==> config.mk <==
export PLATFORM = sky130hd
export DESIGN_NAME = unam_area_map
export DESIGN_NICKNAME = d
export VERILOG_FILES = /design/src/inc/unam_pkg.sv /design/src/logic/unam_restart_detect.sv /design/src/logic/unam_area_map.sv
export SDC_FILE = /design/constraint.sdc
export NUM_CORES = 1
export LEC_CHECK = 0
export BUFFER_PORTS_ARGS = -buffer_cell sky130_fd_sc_hd__buf_4
export CORE_ASPECT_RATIO = 0.9
export CORE_UTILIZATION = 35
export CTS_CLUSTER_SIZE = 14
export DETAILED_ROUTE_END_ITERATION = 8
export PLACE_DENSITY = 0.61
export SLEW_MARGIN = 10
export SYNTH_ARGS = -nofsm -noshare
export SYNTH_HDL_FRONTEND = slang
export SYNTH_SLANG_ARGS = --single-unit
==> constraint.sdc <==
create_clock -name clk_sys_i -period 11.6 [get_ports clk_sys_i]
set_input_delay 2.32 -clock clk_sys_i [delete_from_list [all_inputs] [get_ports clk_sys_i]]
set_output_delay 2.32 -clock clk_sys_i [all_outputs]
set_load 0.05 [all_outputs]
==> src/inc/unam_pkg.sv <==
`default_nettype none
// ==========================================================
// Shared constants for unit number area mapping
package unam_pkg;
  localparam int unsigned UNIT_NUM_W      = 7;      // Selector width
  localparam int unsigned UNIT_MAX        = 95;     // Highest legal unit number
  localparam int unsigned WORD_ADDR_W     = 16;     // Host word address width
  localparam int unsigned REFRESH_BASE    = 2000;   // Refresh window base word
  localparam int unsigned REFRESH_STRIDE  = 10;     // Refresh words per unit
  localparam int unsigned FIXED_BASE      = 20000;  // Data-memory window base word
  localparam int unsigned FIXED_STRIDE    = 100;    // Data-memory words per unit
  localparam int unsigned RESTART_WORD0   = 502;    // Word holding restart bit of unit 0
  localparam int unsigned RESTART_BITS_W  = 16;     // Restart bits per word
  localparam int unsigned RESTART_IDX_W   = 4;      // Bit index width in a word
  localparam int unsigned DATA_W          = 16;     // Host word width
  typedef enum logic [3:0] {
    UNAM_ST_SAMPLE = 4'h1,  // Catch selector after reset
    UNAM_ST_LOAD   = 4'h2,  // Read fixed data words
    UNAM_ST_RUN    = 4'h4,  // Exchange refresh words
    UNAM_ST_BADNUM = 4'h8   // Selector out of range
  } unam_state_e;
endpackage
`default_nettype wire

==> src/logic/unam_restart_detect.sv <==
`timescale 1ns/1ps
`default_nettype none
// ==========================================================
// Restart bit edge tracker: pulse once the bit falls after a set
module unam_restart_detect (
  input  wire logic clk_sys_i,     // System clock
  input  wire logic rst_i,         // Sync reset, high
  input  wire logic bit_i,         // Selected restart bit
  output logic      restart_o      // One-cycle pulse on on-then-off
);
  logic armed_reg;                 // Bit has been seen on
  logic armed_next;
  logic pulse_reg;                 // Registered restart pulse
  logic pulse_next;

  // ==========================================================
  // Next state: arm on high, fire on fall
  always_comb begin
    armed_next = armed_reg;
    pulse_next = 1'b0;
    if (bit_i) begin
      // Wait for release, a lone set does nothing
      armed_next = 1'b1;
    end else if (armed_reg) begin
      armed_next = 1'b0;
      pulse_next = 1'b1;
    end
  end

  // Registers only
  always_ff @(posedge clk_sys_i) begin
    if (rst_i) begin
      armed_reg <= 1'b0;
      pulse_reg <= 1'b0;
    end else begin
      armed_reg <= armed_next;
      pulse_reg <= pulse_next;
    end
  end

  assign restart_o = pulse_reg;
endmodule
`default_nettype wire

==> src/logic/unam_area_map.sv <==
`timescale 1ns/1ps
`default_nettype none
// How it works
// - Refresh window exchanged every refresh cycle while running, except on a restart cycle
// - Fixed data read only at reset/restart
// - Refresh base is 2000 plus ten n
// - Data window base 20000 plus hundred n
// - Unit numbers zero to 95 accepted
// - Restart bit on then off restarts unit while running
// - Restart bits from word 502, 16 per word
module unam_area_map #(
  parameter int unsigned FIXED_WORDS = 10   // Fixed data words loaded per restart
) (
  input  wire logic                         clk_sys_i,       // System clock
  input  wire logic                         rst_i,           // Sync reset, high
  input  wire logic [unam_pkg::UNIT_NUM_W-1:0] unit_sel_i,   // Front selector
  input  wire logic                         refresh_i,       // Host refresh cycle strobe
  input  wire logic [unam_pkg::DATA_W-1:0]  restart_word_i,  // Host restart word
  input  wire logic [unam_pkg::DATA_W-1:0]  rd_data_i,       // Word read back from host
  input  wire logic                         rd_valid_i,      // Read data valid
  output logic [unam_pkg::WORD_ADDR_W-1:0]  restart_addr_o,  // Word holding our restart bit
  output logic [unam_pkg::RESTART_IDX_W-1:0] restart_bit_o,  // Bit index within it
  output logic                              fixed_rd_o,      // Fixed data read request
  output logic [unam_pkg::WORD_ADDR_W-1:0]  fixed_addr_o,    // Fixed data word address
  output logic                              refresh_go_o,    // Refresh exchange pulse
  output logic [unam_pkg::WORD_ADDR_W-1:0]  refresh_base_o,  // First refresh word
  output logic                              cfg_we_o,        // Fixed word write to unit
  output logic [7:0]                        cfg_idx_o,       // Fixed word index
  output logic [unam_pkg::DATA_W-1:0]       cfg_data_o,      // Fixed word value
  output logic                              running_o,       // Unit in operation
  output logic                              bad_unit_o       // Selector out of range
);
  // ==========================================================
  // Parameter check
  // The load may not run past the unit's own data-memory window
  if (FIXED_WORDS < 1 || FIXED_WORDS > unam_pkg::FIXED_STRIDE) begin : g_bad_words
    $error("FIXED_WORDS must lie in 1..window size");
  end

  // ==========================================================
  // Address decoding helpers
  // Sums are formed at 32 bits, then cut to the host address width
  function automatic logic [unam_pkg::WORD_ADDR_W-1:0] refresh_base(
    input logic [unam_pkg::UNIT_NUM_W-1:0] n);
    refresh_base = unam_pkg::WORD_ADDR_W'(unam_pkg::REFRESH_BASE
                   + unam_pkg::REFRESH_STRIDE * n);
  endfunction

  function automatic logic [unam_pkg::WORD_ADDR_W-1:0] fixed_addr(
    input logic [unam_pkg::UNIT_NUM_W-1:0] n, input logic [7:0] k);
    fixed_addr = unam_pkg::WORD_ADDR_W'(unam_pkg::FIXED_BASE
                 + unam_pkg::FIXED_STRIDE * n + k);
  endfunction

  // ==========================================================
  // State
  // One-hot state plus the values held for the host
  unam_pkg::unam_state_e state_reg, state_next;
  logic [unam_pkg::UNIT_NUM_W-1:0]   unit_reg, unit_next;       // Held unit number
  logic [7:0]                        idx_reg, idx_next;         // Load word counter
  logic                              pend_reg, pend_next;       // Read outstanding
  logic                              rd_reg, rd_next;           // Read request pulse
  logic [unam_pkg::WORD_ADDR_W-1:0]  faddr_reg, faddr_next;     // Read address
  logic                              go_reg, go_next;           // Refresh exchange pulse
  logic [unam_pkg::WORD_ADDR_W-1:0]  rbase_reg, rbase_next;     // Refresh window base
  logic                              we_reg, we_next;           // Config write pulse
  logic [7:0]                        cidx_reg, cidx_next;       // Config word index
  logic [unam_pkg::DATA_W-1:0]       cdata_reg, cdata_next;     // Config word value
  logic [unam_pkg::WORD_ADDR_W-1:0]  raddr_reg, raddr_next;     // Restart word address
  logic [unam_pkg::RESTART_IDX_W-1:0] rbit_reg, rbit_next;      // Restart bit index
  logic                              run_reg, run_next;         // Unit in operation
  logic                              bad_reg, bad_next;         // Selector out of range
  logic                              restart_pulse;             // From edge tracker
  logic                              sel_bit;                   // Our restart bit

  // ==========================================================
  // Restart bit tracking
  // Index comes from the held number, so a moved switch cannot retarget it
  // Pick our bit out of the restart word
  assign sel_bit = restart_word_i[rbit_reg];

  unam_restart_detect u_restart (
    .clk_sys_i (clk_sys_i),
    .rst_i     (rst_i),
    .bit_i     (sel_bit),
    .restart_o (restart_pulse)
  );

  // ==========================================================
  // Next state logic
  // Pulses default low; every other register holds
  always_comb begin
    state_next = state_reg;
    unit_next  = unit_reg;
    idx_next   = idx_reg;
    pend_next  = pend_reg;
    rd_next    = 1'b0;
    faddr_next = faddr_reg;
    go_next    = 1'b0;
    rbase_next = rbase_reg;
    we_next    = 1'b0;
    cidx_next  = cidx_reg;
    cdata_next = cdata_reg;
    raddr_next = raddr_reg;
    rbit_next  = rbit_reg;
    case (state_reg)
      unam_pkg::UNAM_ST_SAMPLE: begin
        // Selector caught once here, never again until reset
        unit_next  = unit_sel_i;
        rbase_next = refresh_base(unit_sel_i);
        // Restart word is the base plus n/16, bit is n mod 16
        raddr_next = unam_pkg::WORD_ADDR_W'(unam_pkg::RESTART_WORD0
                     + unit_sel_i / unam_pkg::RESTART_BITS_W);
        rbit_next  = unit_sel_i[unam_pkg::RESTART_IDX_W-1:0];
        idx_next   = 8'h00;
        pend_next  = 1'b0;
        // Out-of-range numbers stop here rather than decode a stray window
        if (unit_sel_i > unam_pkg::UNIT_NUM_W'(unam_pkg::UNIT_MAX)) begin
          state_next = unam_pkg::UNAM_ST_BADNUM;
        end else begin
          state_next = unam_pkg::UNAM_ST_LOAD;
        end
      end
      unam_pkg::UNAM_ST_LOAD: begin
        // Fixed data fetched only in this state
        // One read in flight, no timeout: a silent host stalls the load
        if (!pend_reg) begin
          rd_next    = 1'b1;
          faddr_next = fixed_addr(unit_reg, idx_reg);
          pend_next  = 1'b1;
        end else if (rd_valid_i) begin
          // Word lands in the unit's settings store
          we_next    = 1'b1;
          cidx_next  = idx_reg;
          cdata_next = rd_data_i;
          pend_next  = 1'b0;
          if (idx_reg == 8'(FIXED_WORDS - 1)) begin
            state_next = unam_pkg::UNAM_ST_RUN;
          end else begin
            idx_next = idx_reg + 8'h01;
          end
        end
      end
      unam_pkg::UNAM_ST_RUN: begin
        // Restart wins over a refresh strobe in the same cycle
        if (restart_pulse) begin
          // Reload settings, keep the held unit number
          idx_next   = 8'h00;
          pend_next  = 1'b0;
          state_next = unam_pkg::UNAM_ST_LOAD;
        end else if (refresh_i) begin
          go_next = 1'b1;
        end
      end
      unam_pkg::UNAM_ST_BADNUM: begin
        // Stuck until reset; a restart cannot fix a bad selector
        // The switch must be set right and the unit reset
        state_next = unam_pkg::UNAM_ST_BADNUM;
      end
      default: begin
        state_next = unam_pkg::UNAM_ST_SAMPLE;
      end
    endcase
    // Flags follow the next state, so each output leaves a flip-flop
    run_next = (state_next == unam_pkg::UNAM_ST_RUN);
    bad_next = (state_next == unam_pkg::UNAM_ST_BADNUM);
  end

  // ==========================================================
  // Registers only
  always_ff @(posedge clk_sys_i) begin
    if (rst_i) begin
      state_reg <= unam_pkg::UNAM_ST_SAMPLE;
      unit_reg  <= '0;
      idx_reg   <= 8'h00;
      pend_reg  <= 1'b0;
      rd_reg    <= 1'b0;
      faddr_reg <= '0;
      go_reg    <= 1'b0;
      rbase_reg <= '0;
      we_reg    <= 1'b0;
      cidx_reg  <= 8'h00;
      cdata_reg <= '0;
      raddr_reg <= '0;
      rbit_reg  <= '0;
      run_reg   <= 1'b0;
      bad_reg   <= 1'b0;
    end else begin
      state_reg <= state_next;
      unit_reg  <= unit_next;
      idx_reg   <= idx_next;
      pend_reg  <= pend_next;
      rd_reg    <= rd_next;
      faddr_reg <= faddr_next;
      go_reg    <= go_next;
      rbase_reg <= rbase_next;
      we_reg    <= we_next;
      cidx_reg  <= cidx_next;
      cdata_reg <= cdata_next;
      raddr_reg <= raddr_next;
      rbit_reg  <= rbit_next;
      run_reg   <= run_next;
      bad_reg   <= bad_next;
    end
  end

  // ==========================================================
  // Outputs straight from flip-flops
  // Pulses last one cycle; addresses hold until the next change
  assign restart_addr_o = raddr_reg;
  assign restart_bit_o  = rbit_reg;
  assign fixed_rd_o     = rd_reg;
  assign fixed_addr_o   = faddr_reg;
  assign refresh_go_o   = go_reg;
  assign refresh_base_o = rbase_reg;
  assign cfg_we_o       = we_reg;
  assign cfg_idx_o      = cidx_reg;
  assign cfg_data_o     = cdata_reg;
  assign running_o      = run_reg;
  assign bad_unit_o     = bad_reg;
endmodule
`default_nettype wire

# Word level (Yosys, flattened, before mapping)
# Index checks and enable logic that the tools add are counted.
word_totals:
  out_inout_bits: 81
  wordCells: 71
  regBits: 103
  input_bits: 43
op_classes:
  order_cmp: 2
  n_reduce_logical: 9
  multipliers: 2
  mux: 22
  eq_ne: 11
  addsub: 5
  bitwise: 3
op_table:
  columns: ["op", "count"]
  rows:
  - ["8-bit two-way mux", 4]
  - ["8-bit one-hot mux with 3 select lines", 1]
  - ["4-bit two-way mux", 5]
  - ["15-bit by 14-bit adder with 16-bit output, first input constant", 1]
  - ["16-bit by 8-bit adder with 16-bit output", 1]
  - ["4-bit one-hot mux with 4 select lines", 1]
  - ["11-bit by 11-bit adder with 12-bit output, first input constant", 1]
  - ["5-bit by 7-bit multiplier with 12-bit output, first input constant", 1]
  - ["9-bit by 3-bit adder with 10-bit output, first input constant", 1]
  - ["3-bit by 7-bit multiplier with 10-bit output, first input constant", 1]
  - ["1-bit two-way mux", 9]
  - ["8-bit by 1-bit adder with 8-bit output, second input constant", 1]
  - ["4-bit by 3-bit == test with 1-bit output, second input constant", 2]
  - ["4-bit == test, second input constant", 2]
  - ["8-bit by 4-bit == test with 1-bit output, second input constant", 1]
  - ["7-bit > comparator, second input constant", 1]
  - ["2-bit != test, second input constant", 3]
  - ["3-bit OR reduction", 2]
  - ["4-bit by 5-bit < comparator with 1-bit output, second input constant", 1]
  - ["5-bit AND reduction", 1]
  - ["1-bit binary-select mux with 4-bit select", 1]
  - ["4-bit by 1-bit == test with 1-bit output, second input constant", 1]
  - ["4-bit by 2-bit == test with 1-bit output, second input constant", 1]
  - ["2-bit AND reduction", 2]
  - ["6 further kinds", 9]

# Longest topological paths before layout
logic_depth:
  word_depth: 6
  mapped_depth: 17

# Modules after synthesis
# From an unflattened synthesis, not the netlist that was laid out.
unflattened:
  hier_cells: 553
  hier_area_um2: 4710.8
by_module_without_submodules:
  columns: ["mod", "n_inst", "cells_each", "seq_area_each_um2", "area_each_um2"]
  rows:
  - ["unam_area_map", 1, 549, 1561.5, 4652.0]
  - ["unam_restart_detect", 1, 4, 40.0, 58.8]

# Least setup slack after synthesis
# Ideal clock, no wire load.
synth_path:
  kind: "input -> register"
  start: "input unit_sel_i[1] (netlist name)"
  end: "register rbase_reg, in the netlist refresh_base_o[10]"
  cell_stages: 10
  t_arrival_ps: 4334
  required_time_ps: 11514
  slack_ps: 7180
  n_path_buf: 0
  setup_ps: 86
  cell_sequence: "ha_1 > ha_1 > inv_1 > fa_1 > inv_1 > ha_1 > or3_1 > nor3_1 > xor2_1 > a211oi_1"
synth_via:
  elab_chain_len: 2
synth_lines:
  columns: ["element", "line", "rtl"]
  rows:
  - ["from (decl)", "unam_area_map.sv:16", "input wire logic [unam_pkg::UNIT_NUM_W-1:0] unit_sel_i,"]
  - ["3-bit by 7-bit multiplier with 10-bit output", "unam_area_map.sv:46", "+ unam_pkg::REFRESH_STRIDE * n);"]
  - ["11-bit by 11-bit adder with 12-bit output", "unam_area_map.sv:46", null]
  - ["to (signal assigned)", "unam_area_map.sv:196", "rbase_reg <= rbase_next;"]
  - ["to (decl)", "unam_area_map.sv:65", "logic [unam_pkg::WORD_ADDR_W-1:0] rbase_reg, rbase_next;"]
# No other way between the ends.
# A chain may end at the register's enable or synchronous reset.

# Final worst setup path
layout_path:
  start: "register unit_reg[1] (netlist name)"
  end: "register faddr_reg, in the netlist fixed_addr_o[13]"
layout_via:
  elab_chain_len: 3
layout_lines:
  columns: ["element", "line", "rtl"]
  rows:
  - ["from (decl)", "unam_area_map.sv:59", "logic [unam_pkg::UNIT_NUM_W-1:0] unit_reg, unit_next;"]
  - ["from (signal assigned)", "unam_area_map.sv:190", "unit_reg <= unit_next;"]
  - ["5-bit by 7-bit multiplier with 12-bit output", "unam_area_map.sv:52", "+ unam_pkg::FIXED_STRIDE * n + k);"]
  - ["15-bit by 14-bit adder with 16-bit output", "unam_area_map.sv:52", null]
  - ["16-bit by 8-bit adder with 16-bit output", "unam_area_map.sv:52", null]
  - ["to (signal assigned)", "unam_area_map.sv:194", "faddr_reg <= faddr_next;"]
  - ["to (decl)", "unam_area_map.sv:63", "logic [unam_pkg::WORD_ADDR_W-1:0] faddr_reg, faddr_next;"]
# No other way between the ends.

==> run metrics <==
number of synthesized register bits=80; CTS buffer count=9; Multi-input gate area=0.00280 mm²; synth warn=0; setup bufs post-CTS=0; Worst Setup End Kind=flip-flop; Crit path buffers/inverters=2; Max-cap violations=0; cts hold-fix bufs=0; Mapped Cells=562; CTS H-tree depth=3; register area=0.00160 mm²; final setup vio count=0; Final Core Density=45.6%; drc violations=0; Logic pwr share=38.8%; Post-synth top flop=dfxtp_1; Slew Viols, Final=0; Post-DRT Antenna Nets=0; Layout Nets=751; GRT overflow=0; Tmin final=4.53 ns; I/O pins=124; Die Y-Extent=112 µm; status=finished clean; Starting Density=36.6%; Top delay family on crit path=adder cells; diode count=0; final worst-path cycle share=39.0%; Slowest-stage cell, CP=dfxtp_1; Vias/cell=4.92; share of layout cells above drive strength 1=21.9%; Crit path required time=11.85 ns; maximum VDD drop=0.0000781 V; Sw Share=37.2%; row cnt=39; dpl hpwl=8.10 mm; crit start category=flip-flop; Synth async-reset ratio=0%; GRT Util Overall=16.0%; Clock transition at path regs=0.06 ns; worst reg-to-reg setup slack=7.07 ns; sequential share of power=30.8%; Least-Margin Pin Slew=0.998 ns; clk_lat worst skew=0.33 ns; critical path's largest stage delay=0.65 ns; Vias=4015; mean routed wirelength per cell=13.4 µm; Slew Limit Headroom=33.3%; most common cell after layout, fill and taps aside=buf_4; final wirelength=10.9 mm; most frequent cells in the layout=113 x buf_4, 97 x nand2_1, 80 x dfxtp_1; vias in the first global route=3806; crit-path cells=ha_1 -> ha_1 -> ha_1 -> inv_1 -> fa_1 -> nand2b_1 -> a21oi_2 -> xnor2_1 -> inv_1 -> ha_1 -> o41a_1 -> maj3_1 -> a21o_1 -> xnor2_1 -> a211oi_1; initial antenna violation count=0; sequential area share after synthesis=33.8%; most frequent CP cell=ha_1; Setup CP Type=flip-flop to flip-flop; synthesized area per cell=8.43 µm²; Port-buffer cells=111; Root Buffer=clkbuf_16; Core Area=0.0129 mm²; Post-synth EDFFs=0; Die Span X=125 µm; Iter 0 DRT Violations=167; crit path DAT=4.77 ns; Power Internal=662 µW; first-pass GRT wire length=18.4 mm; Worst Skew=0.00748 ns; count of cell types in the netlist=54; Clock Sinks=80; CTS tree=yes; post-cts sizing count=0; routability cong.=0.845; Clock Path Buffers=2; net switching power=392 µW; unrepaired setup endpoints after global routing=no; Pleak=2.65 nW; mapped cell area=0.00474 mm²; clock share of power=30.4%; router iterations before antenna repair=4; CP max FO=10; Fin. Hold Viols=0; Layout Area Growth over Synthesis=24.4%; fmax=221 MHz; hold crit path type=flip-flop to flip-flop; setup TNS=0 ns; die footprint=0.0140 mm²; Pwr Density=179 mW/mm²; Fillers=1291; pin count of the biggest net entering global routing=72
metrics by stage:
stage          cell area (µm²)  hold slack (ns)  setup slack [ns]  power [mW]  cells
2_1_floorplan             4780            0.439              7.18       0.648    573
3_3_place_gp              5560            0.443              6.95       0.733    801
3_5_place_dp              5560            0.447              6.90       0.739    801
4_1_cts                   5890            0.456              7.03        1.07    816
5_1_grt                   5890            0.466              6.76        1.13    816
6_report                  5890            0.453              7.07        1.05    816
worst min-delay path: stages (launching register included):
cell     delay (ns)
dfxtp_1        0.31
nand2_1        0.05
a21oi_1        0.05
cells in the mapped netlist (all sizes together) (2+ instances only):
master	number	share of area [%]
o21ai	16	1.7
o311ai	2	0.37
buf	31	4.5
xor2	10	1.8
nor3	7	0.74
o21a	3	0.48
fa	4	1.7
nand2b	5	0.66
or4b	3	0.63
clkbuf	18	1.4
a21o	5	0.79
or4	2	0.32
nand4	3	0.40
and3b	2	0.37
nor4	3	0.40
nor2	50	4.0
nand3	6	0.63
or3	4	0.53
mux4	5	2.4
nor2b	7	0.92
ha	56	15
inv	27	2.1
o31a	2	0.37
nand2	97	7.7
a211oi	15	2.4
a21oi	57	6.2
xnor2	15	2.8
dfxtp	80	34
a31oi	3	0.40
nor4b	2	0.50
nor3b	2	0.42
o21bai	3	0.48
mux2i	2	0.42
power by group through the flow:
stage | clock network [mW] | registers [mW] | logic, mW
after floorplan | 0 | 0.370 | 0.278
after detailed placement | 0 | 0.331 | 0.408
after global routing | 0.342 | 0.330 | 0.453
after global placement | 0 | 0.330 | 0.403
final | 0.320 | 0.325 | 0.409
after CTS | 0.330 | 0.326 | 0.412
per-layer routing:
layer,up-vias,wire [µm],track usage [%]
met4,0,83,4.34
met5,-,0,0
li1,2068,-,-
met2,107,4890,25.6
met3,7,694,5.05
met1,1833,5220,20.9
cell families after synthesis:
| family | after synthesis | synth area share, % |
|---|---|---|
| AOI/OAI and AO/OA | 115 | 15.0 |
| xor gates and xnor gates | 25 | 4.62 |
| adders and majority gates | 61 | 16.7 |
| buffers and inverters | 76 | 8.06 |
| DFF | 80 | 33.8 |
| muxes | 8 | 3.04 |
| other | 1 | 0.0792 |
| and+or+nand+nor | 196 | 18.7 |
layout make-up:
| type | count | area share, % |
|---|---|---|
| multi-input cells | 417 | 47.6 |
| inverters | 27 | 1.72 |
| repair buffers | 113 | 14.4 |
| clock buffers | 9 | 3.82 |
| clock inverters | 6 | 1.85 |
| flip-flops and latches | 80 | 27.2 |
| well taps | 164 | 3.48 |
path summary, 6_finish.rpt:
path / endpoint / depth (start not counted) / from
setup / recovery: fixed_addr_o[13] / 15 / unit_reg[1]
hold / removal: fixed_addr_o[8] / 2 / fixed_addr_o[8]
setup reg to reg: fixed_addr_o[13] / 15 / unit_reg[1]
hold reg to reg: fixed_addr_o[8] / 2 / fixed_addr_o[8]
Note: power is estimated with default switching activity, not from simulation.
